### config.mk
export PLATFORM = sky130hd
export DESIGN_NAME = sram_ctl
export DESIGN_NICKNAME = d
export VERILOG_FILES = /design/src/sram_ctl_pkg.sv /design/src/phase_timer.sv /design/src/sram_ctl.sv
export VERILOG_INCLUDE_DIRS = /design/src
export SDC_FILE = /design/constraint.sdc
export NUM_CORES = 1
export LEC_CHECK = 0
export ABC_CLOCK_PERIOD_IN_PS = 3250
export BUFFER_PORTS_ARGS = -buffer_cell sky130_fd_sc_hd__buf_2
export CAP_MARGIN = 20
export CORE_UTILIZATION = 45
export CTS_CLUSTER_DIAMETER = 100
export DETAILED_ROUTE_END_ITERATION = 7
export HOLD_SLACK_MARGIN = 0.06
export PLACE_DENSITY_LB_ADDON = 0.05
export SYNTH_ARGS = -nofsm -noshare
export SYNTH_HDL_FRONTEND = slang
export SYNTH_SLANG_ARGS = --single-unit
### constraint.sdc
create_clock -name mclk -period 3.25 [get_ports mclk]
set_input_delay 0.1625 -clock mclk [delete_from_list [all_inputs] [get_ports mclk]]
set_output_delay 0.1625 -clock mclk [all_outputs]
set_load 0.05 [all_outputs]
### src/sram_ctl_defines.svh
// timing constants and reset values for the async sram host controller
// assumes a 50 MHz mclk; times in ns, counts derived by round-up
`ifndef SRAM_CTL_DEFINES_SVH
`define SRAM_CTL_DEFINES_SVH
`define CLK_PERIOD_NS        20
`define WRITE_CYCLE_PERIOD_NS 12
`define WRITE_PULSE_WIDTH_NS  8
`define CS_TO_WRITE_END_NS    10
`define ADDR_TO_WRITE_END_NS  10
`define DATA_SETUP_TO_WRITE_END_NS 7
`define READ_CYCLE_NS        12
`define OUTPUT_FLOAT_NS      5
`define OUTPUT_RETURN_AFTER_WRITE_NS 3
`define CEIL_CYC(ns) (((ns) + `CLK_PERIOD_NS - 1) / `CLK_PERIOD_NS)
`define WRITE_PULSE_CYC  `CEIL_CYC(`WRITE_PULSE_WIDTH_NS)
`define WRITE_CYCLE_CYC  `CEIL_CYC(`WRITE_CYCLE_PERIOD_NS)
`define READ_CYCLE_CYC   `CEIL_CYC(`READ_CYCLE_NS)
`define FLOAT_CYC        `CEIL_CYC(`OUTPUT_FLOAT_NS)
`define ADDR_RESET       17'h00000
`define DATA_RESET       8'h00
`endif

### src/sram_ctl_pkg.sv
// types for the async sram host controller
// used by the controller; its timing counter does not use it
package sram_ctl_pkg;
	typedef enum logic [5:0] {
		st_idle   = 6'b000001,
		st_wsetup = 6'b000010,
		st_wpulse = 6'b000100,
		st_wend   = 6'b001000,
		st_rfloat = 6'b010000,
		st_rwait  = 6'b100000
	} state_t;
endpackage

### src/phase_timer.sv
// down counter that marks the end of a timed phase
// loaded by the controller on the same clock
`timescale 1ns/1ps
module phase_timer #(
	parameter int W = 4
) (
	input  wire logic         mclk,
	input  wire logic         rstn,
	input  wire logic         load,
	input  wire logic [W-1:0] count,
	output logic              done
);
	logic [W-1:0] remain;
	// done ignores load so a caller may reload on done without a loop
	assign done = (remain == '0);
	always_ff @(posedge mclk or negedge rstn) begin
		if (!rstn)
			remain <= '0;
		else if (load)
			remain <= count;
		else if (remain != '0)
			remain <= remain - 1'b1;
	end
endmodule // phase_timer

### src/sram_ctl.sv
// host controller for a 128K x 8 asynchronous sram, clocked by mclk
// assumes the memory floats and returns its outputs within one mclk period
`timescale 1ns/1ps
`include "sram_ctl_defines.svh"
module sram_ctl #(
	parameter int AW = 17,
	parameter int DW = 8
) (
	input  wire logic          mclk,
	input  wire logic          rstn,
	input  wire logic          req,
	input  wire logic          req_write,
	input  wire logic [AW-1:0] req_addr,
	input  wire logic [DW-1:0] req_wdata,
	output logic               busy,
	output logic               rd_valid,
	output logic [DW-1:0]      rd_data,
	output logic [AW-1:0]      sram_addr,
	output logic               chip_select_active_low,
	output logic               chip_select_active_high,
	output logic               write_strobe_n,
	output logic               output_drive_enable_n,
	input  wire logic [DW-1:0] data_in,
	output logic [DW-1:0]      data_out,
	output logic               data_oe
);
	localparam logic [3:0] PULSE_CNT = 4'(`WRITE_PULSE_CYC);
	localparam logic [3:0] RWAIT_CNT = 4'(`READ_CYCLE_CYC);
	localparam logic [3:0] FLOAT_CNT = 4'(`FLOAT_CYC);

	sram_ctl_pkg::state_t state;
	sram_ctl_pkg::state_t next_state;
	logic [DW-1:0] din_meta;
	logic [DW-1:0] din_sync;
	logic          tload;
	logic [3:0]    tcount;
	logic          tdone;

	phase_timer #(.W(4)) u_timer (
		.mclk  (mclk),
		.rstn  (rstn),
		.load  (tload),
		.count (tcount),
		.done  (tdone)
	);

	wire take     = (state == sram_ctl_pkg::st_idle) && req;
	wire go_write = take && req_write;
	wire go_read  = take && !req_write;

	always_comb begin
		next_state = state;
		tload = 1'b0;
		tcount = 4'h0;
		case (state)
			sram_ctl_pkg::st_idle: begin
				if (go_write)
					next_state = sram_ctl_pkg::st_wsetup;
				else if (go_read) begin
					next_state = sram_ctl_pkg::st_rwait;
					tload = 1'b1;
					tcount = RWAIT_CNT;
				end
			end
			// address, selects and data settle a full cycle before strobe falls
			sram_ctl_pkg::st_wsetup: begin
				next_state = sram_ctl_pkg::st_wpulse;
				tload = 1'b1;
				tcount = PULSE_CNT;
			end
			// pulse length comes from the timer, one cycle covers the minimum
			sram_ctl_pkg::st_wpulse: begin
				if (tdone)
					next_state = sram_ctl_pkg::st_wend;
			end
			// strobe high; address and data still held one cycle
			sram_ctl_pkg::st_wend: begin
				next_state = sram_ctl_pkg::st_idle;
			end
			// float phase is loaded on the cycle the wait runs out
			sram_ctl_pkg::st_rwait: begin
				if (tdone) begin
					next_state = sram_ctl_pkg::st_rfloat;
					tload = 1'b1;
					tcount = FLOAT_CNT;
				end
			end
			// output enable high; wait for memory release before idle
			sram_ctl_pkg::st_rfloat: begin
				if (tdone)
					next_state = sram_ctl_pkg::st_idle;
			end
			default: next_state = sram_ctl_pkg::st_idle;
		endcase
	end

	wire in_write = (next_state == sram_ctl_pkg::st_wsetup) || (next_state == sram_ctl_pkg::st_wpulse)
		|| (next_state == sram_ctl_pkg::st_wend);
	wire in_read  = (next_state == sram_ctl_pkg::st_rwait);
	wire sel_next = in_write || in_read || (next_state == sram_ctl_pkg::st_rfloat);
	wire rd_done  = (state == sram_ctl_pkg::st_rwait) && tdone;

	always_ff @(posedge mclk or negedge rstn) begin
		if (!rstn)
			state <= sram_ctl_pkg::st_idle;
		else
			state <= next_state;
	end

	// data pins come from outside; two flops before use
	always_ff @(posedge mclk or negedge rstn) begin
		if (!rstn) begin
			din_meta <= `DATA_RESET;
			din_sync <= `DATA_RESET;
		end else begin
			din_meta <= data_in;
			din_sync <= din_meta;
		end
	end

	// address and write data latched only when a request is taken
	always_ff @(posedge mclk or negedge rstn) begin
		if (!rstn) begin
			sram_addr <= `ADDR_RESET;
			data_out  <= `DATA_RESET;
		end else if (take) begin
			sram_addr <= req_addr;
			data_out  <= req_wdata;
		end
	end

	always_ff @(posedge mclk or negedge rstn) begin
		if (!rstn) begin
			chip_select_active_low  <= 1'b1;
			chip_select_active_high <= 1'b0;
			write_strobe_n          <= 1'b1;
			output_drive_enable_n   <= 1'b1;
			data_oe                 <= 1'b0;
			busy                    <= 1'b0;
		end else begin
			chip_select_active_low  <= !sel_next;
			chip_select_active_high <= sel_next;
			write_strobe_n          <= !(next_state == sram_ctl_pkg::st_wpulse);
			output_drive_enable_n   <= !in_read;
			// drive from setup through end, while output enable is held high
			data_oe                 <= in_write;
			busy                    <= (next_state != sram_ctl_pkg::st_idle);
		end
	end

	// sample two cycles late to cover the synchroniser
	logic [1:0] rd_pipe;
	always_ff @(posedge mclk or negedge rstn) begin
		if (!rstn) begin
			rd_pipe  <= 2'b00;
			rd_valid <= 1'b0;
			rd_data  <= `DATA_RESET;
		end else begin
			rd_pipe  <= {rd_pipe[0], rd_done};
			rd_valid <= rd_pipe[1];
			if (rd_pipe[1])
				rd_data <= din_sync;
		end
	end
endmodule // sram_ctl

==> flow_summary_export.csv <==
group,metric,value,unit
clock_tree,cts_buffers,9,
synth,synth_top_area_share,63.8,%
clock_tree,cts_tree,"built",
timing,tns,0,ns
setup_path,cp.required,3.47,ns
synth,yosysTopAreaCell,"dfrtp_1",
die,core,0.00524,mm²
place,placed_area,0.00298,mm²
place,portBuffers,76,
synth,synth_nets,202,
setup_path,path_buf_inv,1,
pwr,power_leakage,0.00173,µW
clock_tree,h-tree-depth,3,
place,gp_congestion,0.785,
drt,vias,1690,
drt,wl,4730,µm
drt,wl_per_cell,13.1,µm
global_route,antenna_found_initial,0,
drt,viasPerCell,4.68,
timing,hold_ws,0.0815,ns
synth,yosys-top-cells-count,"64 x dfrtp_1, 27 x mux2_2, 7 x nand2b_1",
finish,drive_gt1_share,47.4,%
synth,synthArstFlopShare,100,%
timing,rsz0062_at_grt,"false",
synth,syn_area,0.00251,mm²
die,die_height,76.7,µm
die,dieArea,0.00588,mm²
global_route,grt_pass1_vias,1718,
synth,synthMostInstantiatedCell,"dfrtp_1",
drt,drtIter0Drc,77,
setup_path,crit_family,"simple AND/OR/NAND/NOR gates",
timing,period_share,51.5,%
timing,fmax,0.597,GHz
clock_tree,cts.sinks,68,
synth,synth_edf_count,0,
synth,synth_seq_cells,68,
finish,area_delta_synth_final,41.1,%
pwr,power.density_cell_area,1070,mW/mm²
clock_tree,cts.repair.resized,0,
setup_path,critical-path-max-stage-delay,0.46,ns
clock_tree,clk_latency,0.33,ns
hold_path,hp-class,"input port to flop",
setup_path,crit_arrival,1.90,ns
setup_path,cp_cell_sequence,"inv_1 > ha_1 > nor3b_2 > a31oi_1 > o211a_1",
setup_path,endpoint_kind,"flop",
setup_path,crit_fanout,8,
global_route,grt_pass1_wl,7940,µm
synth,postSynthAreaPerCell,15.3,µm²
setup_path,worstSetupPathType,"flop to flop",
timing,hold_violations,0,
timing,fin_crit,1.67,ns
clock_tree,clk_path_buf_depth,2,
synth,synth_ff_type,"dfrtp_1",
synth,synth_area_leaders,"dfrtp_1 64%, mux2_2 12%, dfstp_2 4.2%, mux2_4 3.6%, nand2b_1 1.7%",
finish,antenna_cells,0,
clock_tree,clk_pin_slew,0.07,ns
timing,worst_pin_slew,0.524,ns
timing,finalMaxSlewViolations,0,
setup_path,cp-start-kind,"flop",
drt,ant_nets,0,
pwr,irDropWorstVdd,0.668,mV
die,die_w,76.7,µm
die,start_util,47.9,%
die,placementRows,26,
timing,fin_skew,0.00470,ns
synth,synth_cell_type_count,37,
run_status,status,"finished, final reports clean",
synth,yosys_warnings,0,
finish,num-nets-final,324,
global_route,grt_max_degree,46,
clock_tree,cts-root-buf,"clkbuf_8",
global_route,grt-ovfl-total,0,
finish,fill_cells,404,
synth,synthCells,164,
drt,drc,0,
synth,ys_seq_area_share,68.0,%
timing,setup-violations-final,0,
run,drv_cap,0,
global_route,grt_use_total,17.9,%
pwr,total_power,3790,µW
place,dp_hpwl,2920,µm
drt,drt_pre_antenna_iters,4,
timing,relSlewSlack,64.8,%
die,io_pins,77,
setup_path,critPathSlowestCell,"nor3b_2",
finish,final_area,0.00354,mm²
==> logic make-up (layout without fill, tap and decap cells) <==
family	Yosys count	count (layout)	synth area share [%]
flops	68	68	68.0
mux	34	34	16.1
simple gates	34	34	8.23
compound gates	20	20	5.63
buf+inv	7	134	1.55
fa+ha+maj	1	1	0.498
==> cells in the final DEF (no fill, tap or decap), drive strengths merged, types with 2 or more instances in the layout <==
| cell | instances |
|---|---|
| or3 | 2 |
| nand2 | 6 |
| clkinv | 3 |
| inv | 3 |
| mux2 | 33 |
| nor4 | 3 |
| dfstp | 4 |
| clkbuf | 10 |
| o21ai | 3 |
| dfrtp | 64 |
| buf | 81 |
| a21oi | 4 |
| nand2b | 7 |
| clkinvlp | 2 |
| o211a | 2 |
| o211ai | 4 |
| dlygate4sd3 | 34 |
| nor2 | 6 |
| nor2b | 2 |
==> cell type report <==
| cell class | instances | area [µm²] | share of cell area (%) |
|---|---|---|---|
| tap | 70 | 87.6 | 2.47 |
| multi-input combinational | 89 | 764 | 21.6 |
| clock inverter | 6 | 63.8 | 1.80 |
| timing repair buffer | 115 | 771 | 21.8 |
| sequential | 68 | 1710 | 48.2 |
| clock buffer | 10 | 138 | 3.89 |
| inverter | 3 | 11.3 | 0.318 |
==> per-layer routing <==
| metal | vias up | global-route usage [%] | part of all wire (%) | routed length, µm |
|---|---|---|---|---|
| li1 | 822 | - | - | - |
| met1 | 814 | 22.4 | 45 | 2110 |
| met2 | 49 | 27.9 | 49 | 2310 |
| met3 | 5 | 7.50 | 5.3 | 253 |
| met4 | 0 | 6.35 | 1.4 | 64 |
| met5 | - | 0 | 0 | 0 |
==> power breakdown <==
part           total (µW)  internal (µW)  switching [µW]  leakage (µW)
sequential           1310           1150             160      0.000827
combinational        1800            595            1210      0.000803
clock                 676            373             303     0.0000983
==> path summary, 6_finish.rpt <==
kind,end,slack (ns),cells after the start,startpoint
min,state[5],0.08,2,req_write
max in group asynchronous,output_drive_enable_n,2.13,4,rstn
min in group asynchronous,rd_data[5],0.30,2,rstn
max,chip_select_active_high,1.58,5,u_timer.remain[0]
min reg2reg,din_sync[1],0.35,0,din_meta[1]
max reg2reg,chip_select_active_high,1.58,5,u_timer.remain[0]
==> registers in the layout, indices dropped and copies added (netlist names) <==
name and cells:
busy 1, chip_select_active_high 1, chip_select_active_low 1, data_oe 1, data_out 8, din_meta 8
din_sync 8, output_drive_enable_n 1, rd_data 8, rd_pipe 2, rd_valid 1, sram_addr 17
state 6, u_timer.remain 4, write_strobe_n 1
==> metrics by stage <==
step	worst slack, ns	utilization, %	cells
global route	1.37	67.6	361
floorplan	1.68	-	164
finish	1.58	67.6	361
detailed placement	1.56	56.9	310
global placement	1.65	56.9	310
CTS	1.56	67.1	359
==> repair_timing <==
item / CTS / global route
hold endpoints to repair: 72 / 1
setup buffers: 0 / 0
hold buffers: 33 / 1
Power figures use the tool's default switching activity.
